<file path="config.mk">
export PLATFORM = sky130hd
export DESIGN_NAME = adc_ctrl
export DESIGN_NICKNAME = d
export VERILOG_FILES = /design/src/hdl/adc_ctrl_pkg.sv /design/src/hdl/sample_if.sv /design/src/hdl/adc_averager.sv /design/src/hdl/adc_phase_delay.sv /design/src/hdl/adc_ctrl.sv
export SDC_FILE = /design/constraint.sdc
export NUM_CORES = 1
export LEC_CHECK = 0
export ABC_CLOCK_PERIOD_IN_PS = 2700
export BUFFER_PORTS_ARGS = -buffer_cell sky130_fd_sc_hd__buf_4
export CAP_MARGIN = 20
export CORE_MARGIN = 2
export CORE_UTILIZATION = 45
export CTS_CLUSTER_SIZE = 12
export DETAILED_ROUTE_END_ITERATION = 10
export GPL_TIMING_DRIVEN = 0
export PLACE_DENSITY = 0.66
export SLEW_MARGIN = 5
export SYNTH_ARGS = -nofsm -noshare
export SYNTH_HDL_FRONTEND = slang
export SYNTH_HIERARCHICAL = 1
export SYNTH_SLANG_ARGS = --single-unit
</file>
<file path="constraint.sdc">
create_clock -name clk -period 2.7 [get_ports clk]
set_input_delay 0.27 -clock clk [delete_from_list [all_inputs] [get_ports clk]]
set_output_delay 0.27 -clock clk [all_outputs]
set_load 0.1 [all_outputs]
</file>
<file path="src/hdl/adc_ctrl_pkg.sv">
/*
 * Constants, register map and helper decode for the converter control
 * block. Assumes a single 10 MHz module clock and word-indexed registers.
 */
//
// Overview of operation
// [RULE1] Average 2 to 64 consecutive same-input conversions
// [RULE2] Averaging factor zero passes every conversion
// [RULE3] One averaging setting shared by all sequencers
// [RULE4] One FIFO entry per complete averaged result
// [RULE5] Result rate is conversion rate over factor
// [RULE6] Clearing a sequencer drops its pending flag
// [RULE7] Interrupt holds until the clearing write lands
// [RULE8] Only enabled sources drive the interrupt output
// [RULE9] Twelve sources: done, DMA, compare per sequencer
// [RULE10] Enabling a source first discards its pending flag
// [RULE11] Raw and masked status readable per sequencer
// [RULE12] Module status read returns raw or masked view
// [RULE13] Sixteen-step read-back phase delay before start
// [RULE14] One phase delay shared by every sequencer
// [RULE15] Done flag set on last step, held till cleared
// [RULE16] Interrupt is OR of masked bits, next cycle
`default_nettype none

package adc_ctrl_pkg;

    localparam int DATA_W = 12;
    localparam int SEQ_N = 4;
    localparam int SEQ_W = 2;
    localparam int SRC_N = 12;
    localparam int ADDR_W = 4;
    localparam int SUM_W = 18;
    localparam int CNT_W = 6;
    localparam int CNT16_W = 16;

    // Register word indices
    localparam logic [3:0] REG_CTRL = 4'h0;
    localparam logic [3:0] REG_INT_ENABLE = 4'h1;
    localparam logic [3:0] REG_INT_STATUS = 4'h2;
    localparam logic [3:0] REG_INT_RAW = 4'h3;
    localparam logic [3:0] REG_INT_MASKED = 4'h4;
    localparam logic [3:0] REG_INT_CLEAR = 4'h5;
    localparam logic [3:0] REG_SEQ_STATUS = 4'h6;
    localparam logic [3:0] REG_RESULT_CNT0 = 4'h8;

    // Control field positions
    localparam int FACTOR_LSB = 0;
    localparam int FACTOR_W = 3;
    localparam int PHASE_LSB = 4;
    localparam int PHASE_W = 4;
    localparam int VIEW_BIT = 8;

    // Source bit groups
    localparam int DONE_LSB = 0;
    localparam int DMA_LSB = 4;
    localparam int CMP_LSB = 8;

    // Reset values
    localparam logic [FACTOR_W-1:0] FACTOR_RST = 3'h0;
    localparam logic [PHASE_W-1:0] PHASE_RST = 4'h0;
    localparam logic [SRC_N-1:0] ENABLE_RST = 12'h000;

    // Timing
    localparam int CLK_PERIOD_NS = 100;
    localparam int SAMPLE_PERIOD_NS = 4000;
    localparam int SAMPLE_CYC = SAMPLE_PERIOD_NS / CLK_PERIOD_NS;
    localparam int PHASE_STEPS = 16;
    localparam int ACC_W = 10;
    localparam logic [2:0] MAX_SHIFT = 3'h6;

    // Averaging code to shift; codes above 6 act as 64x
    function automatic logic [2:0] avg_shift(input logic [2:0] code);
        avg_shift = (code > MAX_SHIFT) ? MAX_SHIFT : code;
    endfunction : avg_shift

endpackage : adc_ctrl_pkg

`default_nettype wire

</file>
<file path="src/hdl/sample_if.sv">
/*
 * Conversion sample carrier between the control block's modules.
 * Assumes both ends on the same module clock.
 */
`timescale 1ns/1ps
`default_nettype none

interface sample_if;
    import adc_ctrl_pkg::*;
    logic valid;
    logic [DATA_W-1:0] data;
    logic [SEQ_W-1:0] seq;
    logic last;
    modport src (output valid, output data, output seq, output last);
    modport dst (input valid, input data, input seq, input last);
endinterface : sample_if

`default_nettype wire

</file>
<file path="src/hdl/adc_averager.sv">
/*
 * Hardware averager between the converter and the sequencer FIFOs.
 * Assumes the converter repeats each step for the programmed factor.
 */
`timescale 1ns/1ps
`default_nettype none

module adc_averager (
    input wire logic clk, // Module clock
    input wire logic rst_n, // Sync reset, low
    input wire logic [adc_ctrl_pkg::FACTOR_W-1:0] factor, // Factor code
    sample_if.dst raw, // Raw conversions
    sample_if.src avg // Averaged results
);
    import adc_ctrl_pkg::*;

    logic [SUM_W-1:0] sum;
    logic [CNT_W-1:0] cnt;
    logic [2:0] shift;
    logic [SUM_W-1:0] total;
    logic [CNT_W-1:0] cnt_end;

    assign shift = avg_shift(factor); // [RULE3]
    assign total = sum + SUM_W'(raw.data);
    assign cnt_end = CNT_W'((7'h01 << shift) - 7'h01); // [RULE1]

    always_ff @(posedge clk) begin
        if (!rst_n) begin
            sum <= '0;
            cnt <= '0;
            avg.valid <= 1'b0;
            avg.data <= '0;
            avg.seq <= '0;
            avg.last <= 1'b0;
        end else begin
            avg.valid <= 1'b0;
            if (raw.valid) begin
                if (shift == 3'h0) begin
                    avg.valid <= 1'b1; // [RULE2]
                    avg.data <= raw.data;
                    avg.seq <= raw.seq;
                    avg.last <= raw.last;
                end else if (cnt == cnt_end) begin
                    avg.valid <= 1'b1; // [RULE4] [RULE5]
                    avg.data <= DATA_W'(total >> shift);
                    avg.seq <= raw.seq;
                    avg.last <= raw.last;
                    sum <= '0;
                    cnt <= '0;
                end else begin
                    sum <= total;
                    cnt <= cnt + 6'h01;
                end
            end
        end
    end

endmodule : adc_averager

`default_nettype wire

</file>
<file path="src/hdl/adc_phase_delay.sv">
/*
 * Shared trigger-to-start phase delay for all sequencers.
 * Assumes trigger inputs are one-cycle pulses on the module clock.
 */
`timescale 1ns/1ps
`default_nettype none

module adc_phase_delay (
    input wire logic clk, // Module clock
    input wire logic rst_n, // Sync reset, low
    input wire logic [adc_ctrl_pkg::PHASE_W-1:0] phase, // Delay steps
    input wire logic [adc_ctrl_pkg::SEQ_N-1:0] trig, // Trigger pulses
    output logic [adc_ctrl_pkg::SEQ_N-1:0] start // Start pulses
);
    import adc_ctrl_pkg::*;

    logic [SEQ_N-1:0] pending;
    logic busy;
    logic [ACC_W-1:0] acc;
    logic [ACC_W-1:0] target;
    logic [ACC_W-1:0] next_acc;

    // Elapsed time kept in sixteenths of a module clock cycle
    assign target = ACC_W'(phase * SAMPLE_CYC); // [RULE13]
    assign next_acc = acc + ACC_W'(PHASE_STEPS);

    always_ff @(posedge clk) begin
        if (!rst_n) begin
            pending <= '0;
            busy <= 1'b0;
            acc <= '0;
            start <= '0;
        end else if (busy && next_acc >= target) begin
            start <= pending; // [RULE14]
            pending <= trig;
            busy <= |trig;
            acc <= '0;
        end else begin
            start <= '0;
            pending <= pending | trig;
            busy <= busy | (|trig);
            if (busy) begin
                acc <= next_acc;
            end
        end
    end

endmodule : adc_phase_delay

`default_nettype wire

</file>
<file path="src/hdl/adc_ctrl.sv">
/*
 * Converter control top: averaging, phase delay, twelve interrupt
 * sources with raw and masked views, and the register port.
 * Assumes a one-cycle strobe register master and synchronous inputs.
 */
// The register addresses and the strobed register port were decided locally.
`timescale 1ns/1ps
`default_nettype none

module adc_ctrl (
    input wire logic clk, // Module clock, 10 MHz
    input wire logic rst_n, // Sync reset, low
    input wire logic [adc_ctrl_pkg::ADDR_W-1:0] reg_addr, // Word index
    input wire logic [31:0] reg_wdata, // Write data
    input wire logic reg_wr, // Write strobe
    input wire logic reg_rd, // Read strobe
    output logic [31:0] reg_rdata, // Read data, cycle after strobe
    input wire logic conv_valid, // Raw conversion valid
    input wire logic [adc_ctrl_pkg::DATA_W-1:0] conv_data, // Raw data
    input wire logic [adc_ctrl_pkg::SEQ_W-1:0] conv_seq, // Sequencer
    input wire logic conv_last, // Last step of sequence
    input wire logic [adc_ctrl_pkg::SEQ_N-1:0] dma_done, // DMA events
    input wire logic [adc_ctrl_pkg::SEQ_N-1:0] compare_hit, // Compare
    input wire logic [adc_ctrl_pkg::SEQ_N-1:0] trig_in, // Triggers
    output logic [adc_ctrl_pkg::SEQ_N-1:0] seq_start, // Delayed starts
    output logic result_valid, // FIFO push strobe
    output logic [adc_ctrl_pkg::DATA_W-1:0] result_data, // FIFO entry
    output logic [adc_ctrl_pkg::SEQ_W-1:0] result_seq, // Target FIFO
    output logic result_last, // Entry ends sequence
    output logic irq // Level interrupt
);
    import adc_ctrl_pkg::*;

    ////////////////////////////////////////////////////////////////////
    // Declarations

    logic [FACTOR_W-1:0] averaging_factor;
    logic [PHASE_W-1:0] phase;
    logic status_view_select;
    logic [SRC_N-1:0] int_enable;
    logic [SRC_N-1:0] raw_status;
    logic [SRC_N-1:0] masked_status;
    logic [SRC_N-1:0] next_raw_status;
    logic [SRC_N-1:0] events;
    logic [SRC_N-1:0] clear_bits;
    logic [SRC_N-1:0] enable_rise;
    logic [SRC_N-1:0] status_view;
    logic [SEQ_N-1:0] done_evt;
    logic [SEQ_N-1:0] seq_raw_any;
    logic [SEQ_N-1:0] seq_masked_any;
    logic [CNT16_W-1:0] result_cnt [SEQ_N];
    logic wr_ctrl;
    logic wr_enable;
    logic wr_clear;
    logic rd_status;

    sample_if raw_if ();
    sample_if avg_if ();

    ////////////////////////////////////////////////////////////////////
    // Register decode

    function automatic logic hit(input logic [ADDR_W-1:0] a,
                                 input logic [3:0] r);
        hit = (a == r);
    endfunction : hit

    assign wr_ctrl = reg_wr && hit(reg_addr, REG_CTRL);
    assign wr_enable = reg_wr && hit(reg_addr, REG_INT_ENABLE);
    assign wr_clear = reg_wr && hit(reg_addr, REG_INT_CLEAR);
    assign rd_status = reg_rd && hit(reg_addr, REG_INT_STATUS);

    ////////////////////////////////////////////////////////////////////
    // Control register

    always_ff @(posedge clk) begin
        if (!rst_n) begin
            averaging_factor <= FACTOR_RST;
            phase <= PHASE_RST;
            status_view_select <= 1'b0;
        end else if (wr_ctrl) begin
            averaging_factor <= reg_wdata[FACTOR_LSB +: FACTOR_W]; // [RULE3]
            phase <= reg_wdata[PHASE_LSB +: PHASE_W]; // [RULE14]
            status_view_select <= reg_wdata[VIEW_BIT];
        end
    end

    ////////////////////////////////////////////////////////////////////
    // Data path

    assign raw_if.valid = conv_valid;
    assign raw_if.data = conv_data;
    assign raw_if.seq = conv_seq;
    assign raw_if.last = conv_last;

    adc_averager u_avg (
        .clk(clk),
        .rst_n(rst_n),
        .factor(averaging_factor),
        .raw(raw_if),
        .avg(avg_if)
    );

    assign result_valid = avg_if.valid; // [RULE4]
    assign result_data = avg_if.data;
    assign result_seq = avg_if.seq;
    assign result_last = avg_if.last;

    adc_phase_delay u_phase (
        .clk(clk),
        .rst_n(rst_n),
        .phase(phase),
        .trig(trig_in),
        .start(seq_start)
    );

    ////////////////////////////////////////////////////////////////////
    // Delivered result counters, one per sequencer

    genvar s;
    generate
        for (s = 0; s < SEQ_N; s++) begin : g_seq
            assign done_evt[s] = avg_if.valid && avg_if.last &&
                                 (avg_if.seq == SEQ_W'(s)); // [RULE15]
            assign seq_raw_any[s] = raw_status[DONE_LSB + s] |
                                    raw_status[DMA_LSB + s] |
                                    raw_status[CMP_LSB + s];
            assign seq_masked_any[s] = masked_status[DONE_LSB + s] |
                                       masked_status[DMA_LSB + s] |
                                       masked_status[CMP_LSB + s];

            always_ff @(posedge clk) begin
                if (!rst_n) begin
                    result_cnt[s] <= '0;
                end else if (avg_if.valid &&
                             avg_if.seq == SEQ_W'(s)) begin
                    result_cnt[s] <= result_cnt[s] + 16'h0001; // [RULE5]
                end
            end
        end
    endgenerate

    ////////////////////////////////////////////////////////////////////
    // Interrupt sources

    assign events = {compare_hit, dma_done, done_evt}; // [RULE9]
    assign masked_status = raw_status & int_enable; // [RULE8]
    assign enable_rise = reg_wdata[SRC_N-1:0] & ~int_enable;
    assign status_view = status_view_select ? masked_status
                                            : raw_status; // [RULE12]

    always_comb begin
        clear_bits = '0;
        if (wr_clear) begin
            clear_bits = clear_bits | reg_wdata[SRC_N-1:0]; // [RULE6]
        end
        if (wr_enable) begin
            clear_bits = clear_bits | enable_rise; // [RULE10]
        end
        if (rd_status) begin
            clear_bits = clear_bits | status_view;
        end
        // A new event wins over a clear in the same cycle
        next_raw_status = (raw_status & ~clear_bits) | events;
    end

    always_ff @(posedge clk) begin
        if (!rst_n) begin
            raw_status <= '0;
        end else begin
            raw_status <= next_raw_status; // [RULE7] [RULE15]
        end
    end

    always_ff @(posedge clk) begin
        if (!rst_n) begin
            int_enable <= ENABLE_RST;
        end else if (wr_enable) begin
            int_enable <= reg_wdata[SRC_N-1:0]; // [RULE8]
        end
    end

    always_ff @(posedge clk) begin
        if (!rst_n) begin
            irq <= 1'b0;
        end else begin
            irq <= |masked_status; // [RULE16] [RULE7]
        end
    end

    ////////////////////////////////////////////////////////////////////
    // Read data

    always_ff @(posedge clk) begin
        if (!rst_n) begin
            reg_rdata <= '0;
        end else if (reg_rd) begin
            case (reg_addr)
                REG_CTRL: begin
                    reg_rdata <= {23'h000000, status_view_select,
                                  phase, 1'b0,
                                  averaging_factor}; // [RULE13]
                end
                REG_INT_ENABLE: begin
                    reg_rdata <= {20'h00000, int_enable};
                end
                REG_INT_STATUS: begin
                    reg_rdata <= {20'h00000, status_view}; // [RULE12]
                end
                REG_INT_RAW: begin
                    reg_rdata <= {20'h00000, raw_status};
                end
                REG_INT_MASKED: begin
                    reg_rdata <= {20'h00000, masked_status};
                end
                REG_SEQ_STATUS: begin
                    reg_rdata <= {24'h000000, seq_masked_any,
                                  seq_raw_any}; // [RULE11]
                end
                REG_RESULT_CNT0: begin
                    reg_rdata <= {16'h0000, result_cnt[0]};
                end
                REG_RESULT_CNT0 + 4'h1: begin
                    reg_rdata <= {16'h0000, result_cnt[1]};
                end
                REG_RESULT_CNT0 + 4'h2: begin
                    reg_rdata <= {16'h0000, result_cnt[2]};
                end
                REG_RESULT_CNT0 + 4'h3: begin
                    reg_rdata <= {16'h0000, result_cnt[3]};
                end
                default: begin
                    reg_rdata <= 32'h00000000;
                end
            endcase
        end else begin
            reg_rdata <= 32'h00000000;
        end
    end

endmodule : adc_ctrl

`default_nettype wire

</file>
Word level (Yosys, flattened, before mapping):

Memories as Yosys holds them, arrays and structs flattened.
Cells that the tools add are included.

* add/subtract/negate cells: 8
* $mul: 1
* $lt $le $gt $ge: 2
* eq/ne operators: 14
* shifts and indexed selects: 2
* muxes and demuxes: 35
* bitwise logic cells: 32
* reduce and logical (&&, ||, !) cells: 26

Operator list (count)
* $pmux W16 S10: 1
* $mux W12: 6
* $add A16 B1 Y16 const B: 4
* $mux W16: 4
* $and A12 B12 Y12: 3
* $or A12 B12 Y12: 3
* $not A12 Y12: 2
* $or A1 B1 Y1: 21
* $add A18 B12 Y18: 1
* $mux W1: 18
* $mux W18: 1
* $shr A18 B3 Y12: 1
* $eq A4 B4 Y1 const B: 4
* $logic_and A1 B1 Y1: 14
* $eq A4 B3 Y1 const B: 3
* $reduce_or A12 Y1: 1
* $add A10 B5 Y10 const B: 1
* $ge A10 B10 Y1: 1
* $reduce_and A2 Y1: 5
* $eq A4 B2 Y1 const B: 2
* $mul A4 B3 Y7 const B: 1
* $add A6 B1 Y6 const B: 1
* $eq A6 B6 Y1: 1
* $mux W6: 1
* 17 further kinds: 20

* register bits after elaboration: 124
* memory bits (writable): 64
* bits of input ports: 68
* logic and storage cells: 138
* memories kept: 1

Memory list
* result_cnt: words 4, width 16, read ports 4, clocked after memory_dff 0, wr ports 4, line adc_ctrl.sv:51 `logic [CNT16_W-1:0] result_cnt [SEQ_N];`

Logic depth before layout (Yosys ltp):

Gate-level depths: netlist of the first run.

* depth in word-level cells: 10
* depth in mapped cells: 11
* mapped depth without buffers: 11

Hierarchy:

Netlist of the first run, hierarchy kept.

By module, submodules not included
* adc_ctrl: instances 1, cells an instance 673, area each 6558.8 um2, seq. area each 2902.8 um2
* adc_averager: instances 1, cells an instance 425, area each 3308.2 um2, seq. area each 800.8 um2
* adc_phase_delay: instances 1, cells an instance 98, area each 934.6 um2, seq. area each 300.3 um2

Worst setup path before layout of the first run:

OpenSTA, ideal clock, no wires.

* path type: register to register
* from: register u_avg.avg.seq[1]
* to: memory result_cnt[2][0] (netlist: result_cnt[1][0]) (enable)
* library setup time: 0.411 ns
* arrival: 2.452 ns
* required time: 2.289 ns
* slack: -0.163 ns
* cell stages (with the launch flop): 3
* clock period less this slack: 2.863 ns
* cell sequence: dfxtp_1 -> nand2_1 -> o21ai_0

RTL lines
* start: declaration: line sample_if.sv:14 `modport src (output valid, output data, output seq, output last);`
* end: declaration: line adc_ctrl.sv:51

Worst setup path in the final report of the first run:

* from: register u_avg.sum[7]
* to: register u_avg.avg.data[8]

* longest elaborated chain between the ends: 4

Ends and longest elaborated chain
* start: declaration: line adc_averager.sv:17 `logic [SUM_W-1:0] sum;`
* start signal: assignment: line adc_averager.sv:51 `sum <= total;`
* $add A18 B12 Y18: line adc_averager.sv:24 `assign total = sum + SUM_W'(raw.data);`
* $shr A18 B3 Y12: line adc_averager.sv:45 `avg.data <= DATA_W'(total >> shift);`
* $mux W12: line adc_averager.sv:43 `end else if (cnt == cnt_end) begin`
* $mux W12: line adc_averager.sv:38 `if (shift == 3'h0) begin`
* end: declaration: line sample_if.sv:14

No other way between the ends. The select of a mux whose other input is x is not followed.
A chain may end at the register's enable or synchronous reset.

==> metrics.md, run 1 <==
| Metric | Value |
|---|---|
| Worst path top cell family by delay | `compound AO/OA/AOI/OAI gates` |
| WL met3 | `2.58 mm` |
| Gr usage total | `0.257` |
| Post-Route M1 WL | `14.5 mm` |
| LEAKAGE | `4.97 nW` |
| Final setup viols | `1` |
| Crit path buf inv count | `1` |
| CTS clk-pin slew, worst paths | `0.07 ns` |
| Initial antenna violation count | `0` |
| Netlist cell types | `101` |
| Total Nets Final | `~1,400` |
| NetSw | `0.00198 W` |
| Synth async-reset ratio | `0` |
| Pint | `0.00461 W` |
| Power per cell area | `502 nW/µm²` |
| Main synth FF type | `dfxtp_1` |
| RSZ-0062 raised after global routing | `yes` |
| Clock share of power | `0.393` |
| EDFF count, synth | `64` |
| Number of buffers created by CTS | `17` |
| Crit path time final | `2.71 ns` |
| Grt total ovfl | `0` |
| DR vias/cell | `6.09` |
| Hold Crit Class | `in2reg` |
| Peak supply drop | `348 µV` |
| Dpl hpwl | `24.5 mm` |
| Seq/Total Area, Yosys | `0.371` |
| DR top layer | `met4` |
| CTS Buffer Depth | `2` |
| Setup Skew | `about 0.012 ns` |
| Critical Path RT | `3.01 ns` |
| Diodes inserted | `0` |
| Crit path cell chain | `ha_1 -> buf_2 -> a21o_1 -> a21o_1 -> a221oi_2 -> o211ai_4 -> o21ai_1 -> a32oi_2 -> a2111oi_1 -> nor3_1` |
| Syn Inst Count | `1,196` |
| Fill count | `2,147` |
| Synthesized area | `10,800 µm²` |
| Core ar. | `23,500 µm²` |
| Final core occ | `0.557` |
| Fmax | `369 MHz` |
| Sequential Power Share | `0.434` |
| Hold buffer count at cts | `0` |
| DRT antenna net count | `0` |
| Die H | `159 µm` |
| Input/output buffers | `83` |
| Max-cap violation count | `0` |
| Die X | `159 µm` |
| Initial DRT Pass Iterations | `7` |
| Switching share of total power | `0.301` |
| Cell repeated most along the worst path | `a21o_1` |
| Total number of vias | `10,141` |
| Setup WS pre-CTS | `-0.522 ns` |
| Worst setup path class | `reg2reg` |
| # DRC | `0` |
| Routability cong. | `0.968` |
| Io pins | `121` |
| Combinational group share of total power | `0.173` |
| First-pass GRT wire length | `roughly 52 mm` |
| Status | `complete, but fails checks` |
| Fin. Hold Viols | `0` |
| Slowest CP cell | `a2111oi_1` |
| Clock tree sinks | `about 170` |
| Number of global-route vias before repair | `9,493` |
| Power, Total | `0.00659 W` |
| Slew Limit Fails | `0` |
| Yosys warns | `6` |
| Worst Tran Pin Value | `0.806 ns` |
| Critical path data arrival time | `3.02 ns` |
| Critical Path Sink Type | `flip-flop` |
| Cell row count | `56` |
| Root Buffer | `clkbuf_16` |
| CTS tree | `yes` |
| Clock Latency Late Sink | `roughly 0.43 ns` |
| Yosys reg bits | `168` |
| Area grow syn2layout | `21.4%` |
| Slowest Stage Delay on Critical Path | `0.46 ns` |
| Iter 0 DRT Violations | `1,185` |
| Largest net degree at the start of global routing | `17` |
| Htree depth | `4` |
| Die area | `roughly 25,000 µm²` |
| Final WL | `33.6 mm` |
| Setup ws final | `-0.00829 ns` |
| Period utilization | `1.00` |
| Violated checks | `setup timing` |
| Routed wire per std cell | `20.2 µm` |
| Rel. slew slack | `0.463` |
| Met2 wire len | `approximately 16 mm` |
| Worst setup SP type | `flip-flop` |
| Synthesized area per cell | `9.03 µm²` |
| Crit-path max FO | `10` |
| Share of layout cells above drive strength 1 | `0.225` |
| Starting Density | `0.459` |
## sequential cells by signal, indices dropped and copies added, names as in the netlist, 2 cells and up
| register | count |
|---|---|
| int_enable | 12 |
| u_phase/start | 4 |
| raw_status | 12 |
| u_avg/avg.data | 12 |
| phase | 4 |
| averaging_factor | 3 |
| u_avg/cnt | 6 |
| result_cnt | 64 |
| reg_rdata | 16 |
| u_avg/sum | 18 |
| u_phase/pending | 4 |
| u_phase/acc | 6 |
| u_avg/avg.seq | 2 |
## worst register-to-register path, delay by kind of cell, from the launching register on
kind | cells | cell delay [ns]
AND/OR/NAND/NOR | 1 | 0.08
buffers and inverters | 1 | 0.19
adder cells (fa/ha/maj) | 1 | 0.29
AO/OA/AOI/OAI | 7 | 1.72
flip-flops | 1 | 0.32
## worst paths after layout
kind	startpoint	to	slack (ns)	cells past startpoint
min reg2reg	u_phase/pending[3]	u_phase/start[3]	0.45	1
max	u_avg/sum[7]	u_avg/avg.data[8]	-0.008	10
max reg2reg	u_avg/sum[7]	u_avg/avg.data[8]	-0.008	10
min	compare_hit[2]	raw_status[10]	0.05	3
## what timing repair did
action,4_1_cts,5_1_grt
gates resized for setup,32,60
endpoints found under the setup margin,19,29
buffers inserted,3,14
gates cloned,1,0
pin swaps,5,23
## through the flow
| step | hold slack [ns] | instance area, µm² | setup TNS (ns) | instances |
|---|---|---|---|---|
| floorplan | 0.378 | 10900 | -5.22 | 1211 |
| global placement | 0.443 | 11900 | -4.93 | 1613 |
| detailed placement | 0.449 | 11900 | -4.32 | 1616 |
| CTS | 0.0320 | 12700 | -0.0171 | 1652 |
| global route | 0.0442 | 13100 | -0.246 | 1666 |
| finish | 0.0453 | 13100 | -0.00829 | 1666 |
## power by group through the flow
stage,registers (W),clock network (W),logic (W)
2_1_floorplan,0.00305,0,0.000599
3_3_place_gp,0.00291,0,0.00104
3_5_place_dp,0.00291,0,0.00106
4_1_cts,0.00285,0.00261,0.00109
5_1_grt,0.00287,0.00272,0.00121
6_report,0.00286,0.00259,0.00114
## layout by cell type (no fill, tap or decap), types with 9 or more instances in the layout
cell,instances
a21o_1,17
xnor2_1,24
nand3_1,69
nor2_1,114
nand4_1,31
buf_4,122
dfxtp_1,97
buf_2,29
a31oi_1,16
inv_1,25
nor2b_1,19
ha_1,22
and2_1,9
mux4_2,13
and3_1,17
mux2i_1,40
conb_1,16
nor4_1,10
nand2_1,80
edfxtp_1,64
or3_1,14
o211ai_1,16
nand2b_1,27
o21ai_0,38
nor3_1,16
clkbuf_16,20
xor2_1,39
o31ai_1,10
clkbuf_1,32
a21oi_1,66
## cells in the mapped netlist, drive strengths merged (29+ instances only)
master / instances / area (µm²)
nor2: 117 / 447
dfxtp: 104 / 2080
nand2: 86 / 330
a21oi: 73 / 369
nand3: 71 / 365
edfxtp: 64 / 1920
buf: 53 / 333
o21ai: 47 / 239
mux2i: 41 / 410
xor2: 41 / 359
clkbuf: 36 / 145
nand4: 31 / 194
ha: 29 / 363
## layout make-up
| cell class | instances | area (µm²) | area share |
|---|---|---|---|
| inverters | 30 | 115 | 0.00878 |
| well taps | 319 | 399 | 0.0304 |
| clock inverters | 10 | 101 | 0.00773 |
| repair buffers | 104 | 800 | 0.0610 |
| multi-input cells | 924 | 6670 | 0.509 |
| clock buffers | 22 | 522 | 0.0398 |
| plain buffers | 89 | 490 | 0.0374 |
| flip-flops and latches | 168 | 4020 | 0.306 |
## logic make-up (layout without fill, tap and decap cells)
kind of cell             Yosys count  after routing  share of synthesized area
other                              1             16                   0.000347
buffers and inverters            119            255                     0.0549
AND/OR/NAND/NOR                  468            468                      0.225
XOR/XNOR                          65             65                     0.0527
multiplexers                      60             60                     0.0714
adder cells (fa/ha/maj)           31             31                     0.0373
AO/OA/AOI/OAI                    284            284                      0.187
flip-flops                       168            168                      0.371
## routing by layer
layer / track usage / up-vias
li1: - / 4716
met1: 0.353 / 4911
met2: 0.414 / 454
met3: 0.0485 / 60
met4: 0.0785 / 0
met5: 0 / -
(Power assumes the default switching activity.)
==> run 2: changes to the inputs <==
--- a/config.mk
+++ b/config.mk
@@ -7,3 +7,3 @@
 export LEC_CHECK = 0
-export ABC_CLOCK_PERIOD_IN_PS = 2700
+export ABC_CLOCK_PERIOD_IN_PS = 3000
 export BUFFER_PORTS_ARGS = -buffer_cell sky130_fd_sc_hd__buf_4
@@ -15,3 +15,2 @@
 export GPL_TIMING_DRIVEN = 0
-export PLACE_DENSITY = 0.66
 export SLEW_MARGIN = 5
==> constraint.sdc (replaced) <==
create_clock -name clk -period 3 [get_ports clk]
set_input_delay 0.6 -clock clk [delete_from_list [all_inputs] [get_ports clk]]
set_output_delay 0.6 -clock clk [all_outputs]
set_load 0.1 [all_outputs]
==> run 2 against run 1 <==
The run now ends clean. Design area is 4.3% lower. First-iteration DRC count is 20% lower. Via count is 2.8% lower. Clock-buffer cell count is 5 lower. Critical path depth is 1 lower. Worst setup slack better by 0.13 ns. Clock skew is 0.0033 ns higher. Register-to-register slack better by 0.13 ns. Die area stayed put. Non-clock buffer count is 18 lower. Hold slack better by 0.33 ns.
==> metrics.md, run 2 (same netlist as run 1, synthesis figures left out) <==
| Metric | Value |
|---|---|
| Starting Density | `0.459 (unchanged)` |
| Share of layout cells above drive strength 1 | `0.177 (was 0.225)` |
| Hold buffer count at cts | `0 (unchanged)` |
| Cell row count | `56 (unchanged)` |
| Placed cells | `1,614 (was 1,616)` |
| DR vias/cell | `5.98 (was 6.09)` |
| Input/output buffers | `83 (unchanged)` |
| Clock tree sinks | `168 (unchanged)` |
| Initial antenna violation count | `0 (unchanged)` |
| Final setup viols | `0 (was 1)` |
| RSZ-0062 raised after global routing | `yes (unchanged)` |
| First-pass GRT wire length | `52.9 mm (was 52.4 mm)` |
| Io pins | `121 (unchanged)` |
| Slowest Stage Delay on Critical Path | `0.44 ns (was 0.46 ns)` |
| Power per cell area | `461 nW/µm² (was 502 nW/µm²)` |
| Crit path time final | `2.87 ns (was 2.71 ns)` |
| Top reg by flops | `result_cnt (unchanged)` |
| Top flop regs | `result_cnt: 64 flops, u_avg/sum: 18 flops, reg_rdata: 16 flops (unchanged)` |
| Critical path data arrival time | `3.19 ns (was 3.02 ns)` |
| Core ar. | `23,500 µm² (unchanged)` |
| Initial DRT Pass Iterations | `6 (was 7)` |
| Setup Skew | `0.0149 ns (was 0.0116 ns)` |
| Pint | `0.00396 W (was 0.00461 W)` |
| Grt total ovfl | `0 (unchanged)` |
| Diodes inserted | `0 (unchanged)` |
| Die area | `25,300 µm² (unchanged)` |
| Worst Tran Pin Value | `0.891 ns (was 0.806 ns)` |
| Gr usage total | `0.263 (was 0.257)` |
| Switching share of total power | `0.315 (was 0.301)` |
| Routability cong. | `0.938 (was 0.968)` |
| Slowest CP cell | `dfxtp_1 (was a2111oi_1)` |
| Critical Path Sink Type | `flip-flop (unchanged)` |
| Commonest non-fill, non-tap cell in the layout | `nor2_1 (was buf_4)` |
| Combinational group share of total power | `0.170 (was 0.173)` |
| Fin. Hold Viols | `0 (unchanged)` |
| # DRC | `0 (unchanged)` |
| Peak supply drop | `267 µV (was 348 µV)` |
| Root Buffer | `clkbuf_16 (unchanged)` |
| Final core occ | `0.533 (was 0.557)` |
| Number of global-route vias before repair | `9,284 (was 9,493)` |
| Slew Limit Fails | `0 (unchanged)` |
| Routed wire per std cell | `20.4 µm (was 20.2 µm)` |
| Setup ws final | `0.127 ns (was -0.00829 ns)` |
| Sequential Power Share | `0.445 (was 0.434)` |
| Worst setup SP type | `flip-flop (unchanged)` |
| Final WL | `33.6 mm (about the same)` |
| Max reg flops | `64 (unchanged)` |
| Clock share of power | `0.385 (was 0.393)` |
| Critical Path RT | `3.32 ns (was 3.01 ns)` |
| Largest net degree at the start of global routing | `18 (was 17)` |
| NetSw | `0.00182 W (was 0.00198 W)` |
| Hold Crit Class | `in2reg (unchanged)` |
| Non-Filler Instances | `1,648 (was 1,666)` |
| DRT antenna net count | `0 (unchanged)` |
| CTS tree | `yes (unchanged)` |
| CTS Buffer Depth | `2 (unchanged)` |
| Status | `finished, final reports clean (was complete, but fails checks)` |
| LEAKAGE | `4.81 nW (was 4.97 nW)` |
| Max-cap violation count | `0 (unchanged)` |
| Setup WS pre-CTS | `-0.626 ns (was -0.522 ns)` |
| Die H | `159 µm (unchanged)` |
| Die X | `159 µm (unchanged)` |
| Worst path top cell family by delay | `adder cells (was compound AO/OA/AOI/OAI gates)` |
| Total Nets Final | `1,415 (was 1,433)` |
| Iter 0 DRT Violations | `944 (was 1,185)` |
| Dpl hpwl | `25.0 mm (was 24.5 mm)` |
| Rel. slew slack | `0.406 (was 0.463)` |
| Area grow syn2layout | `16.2% (was 21.4%)` |
| Total number of vias | `9,857 (was 10,141)` |
| Period utilization | `0.958 (was 1.00)` |
| Crit path buf inv count | `1 (unchanged)` |
| Htree depth | `4 (unchanged)` |
| Crit path cell chain | `ha_1 -> ha_1 -> fa_1 -> xnor2_1 -> ha_1 -> nand4_1 -> a2111oi_4 -> clkbuf_4 -> o31ai_1 (was ha_1 -> buf_2 -> a21o_1 -> a21o_1 -> a221oi_2 -> o211ai_4 -> o21ai_1 -> a32oi_2 -> a2111oi_1 -> nor3_1)` |
| Fmax | `348 MHz (was 369 MHz)` |
| Clock Latency Late Sink | `0.44 ns (was 0.43 ns)` |
| Number of buffers created by CTS | `17 (unchanged)` |
| Crit-path max FO | `10 (unchanged)` |
| Worst setup path class | `reg2reg (unchanged)` |
| Most frequent cells in the layout | `nor2_1, buf_4, dfxtp_1, nand2_1, a21oi_1 (was buf_4, nor2_1, dfxtp_1, nand2_1, nand3_1)` |
| Cell repeated most along the worst path | `ha_1 (was a21o_1)` |
| CTS clk-pin slew, worst paths | `0.07 ns (about the same)` |
| WHS | `0.371 ns (was 0.0453 ns)` |
[run 2: changes by cell type in the layout (fill, tap and decap cells not counted), sizes merged]
cell    before  now
buf        159  138
inv         32   36
clkbuf      56   54
clkinv       6    7
[run 2: stage by stage]
step                      power (W)  area (µm²)  TNS, ns
after floorplan             0.00328       10900        0
after global placement      0.00357       11900    -2.88
after detailed placement    0.00357       11900    -3.07
after CTS                   0.00579       12500        0
after global routing        0.00599       12500  -0.0241
final                       0.00578       12500        0
[run 2: routing by layer]
metal  wire length (µm)  vias up  share of wire  global-route usage
met3               2870       59          0.086              0.0505
met5                  0        -              0                   0
met2              14800      454           0.44               0.400
met4                979        0          0.029              0.0975
met1              15000     4670           0.45               0.373
li1                   -     4674              -                   -
[run 2: worst paths after layout]
kind	start	to	slack, ns	depth (start not counted)
worst min register to register	u_phase/pending[2]	u_phase/pending[2]	0.45	2
worst min-delay path	trig_in[2]	u_phase/pending[2]	0.37	3
worst max-delay path	phase[3]	u_phase/pending[1]	0.13	9
worst max register to register	phase[3]	u_phase/pending[1]	0.13	9
[run 2: cell type report]
type	instances	area, µm²
inverter	30	115
sequential	168	4000
fill	2225	11000
timing repair buffer	86	653
multi-input combinational	924	6310
buffer	89	482
tap	319	399
clock buffer	17	425
clock inverter	15	158
[run 2: timing repair]
| item | in CTS | in global routing |
|---|---|---|
| resized for setup | 5 | 7 |
| pin swaps | 0 | 1 |
| setup buffers | 0 | 2 |
| endpoints found under the setup margin | 1 | 15 |
[run 2: tightest hold or removal path, stage by stage]
cell and delay (ns):
buf_4 0.08, nand2_1 0.04, o31ai_1 0.05
[run 2: power by group through the flow]
stage | Sequential [W] | Clock, W | Combinational, W
detailed placement | 0.00262 | 0 | 0.000950
finish | 0.00257 | 0.00223 | 0.000982
CTS | 0.00257 | 0.00226 | 0.000955
floorplan | 0.00275 | 0 | 0.000539
global placement | 0.00262 | 0 | 0.000942
global route | 0.00259 | 0.00236 | 0.00105
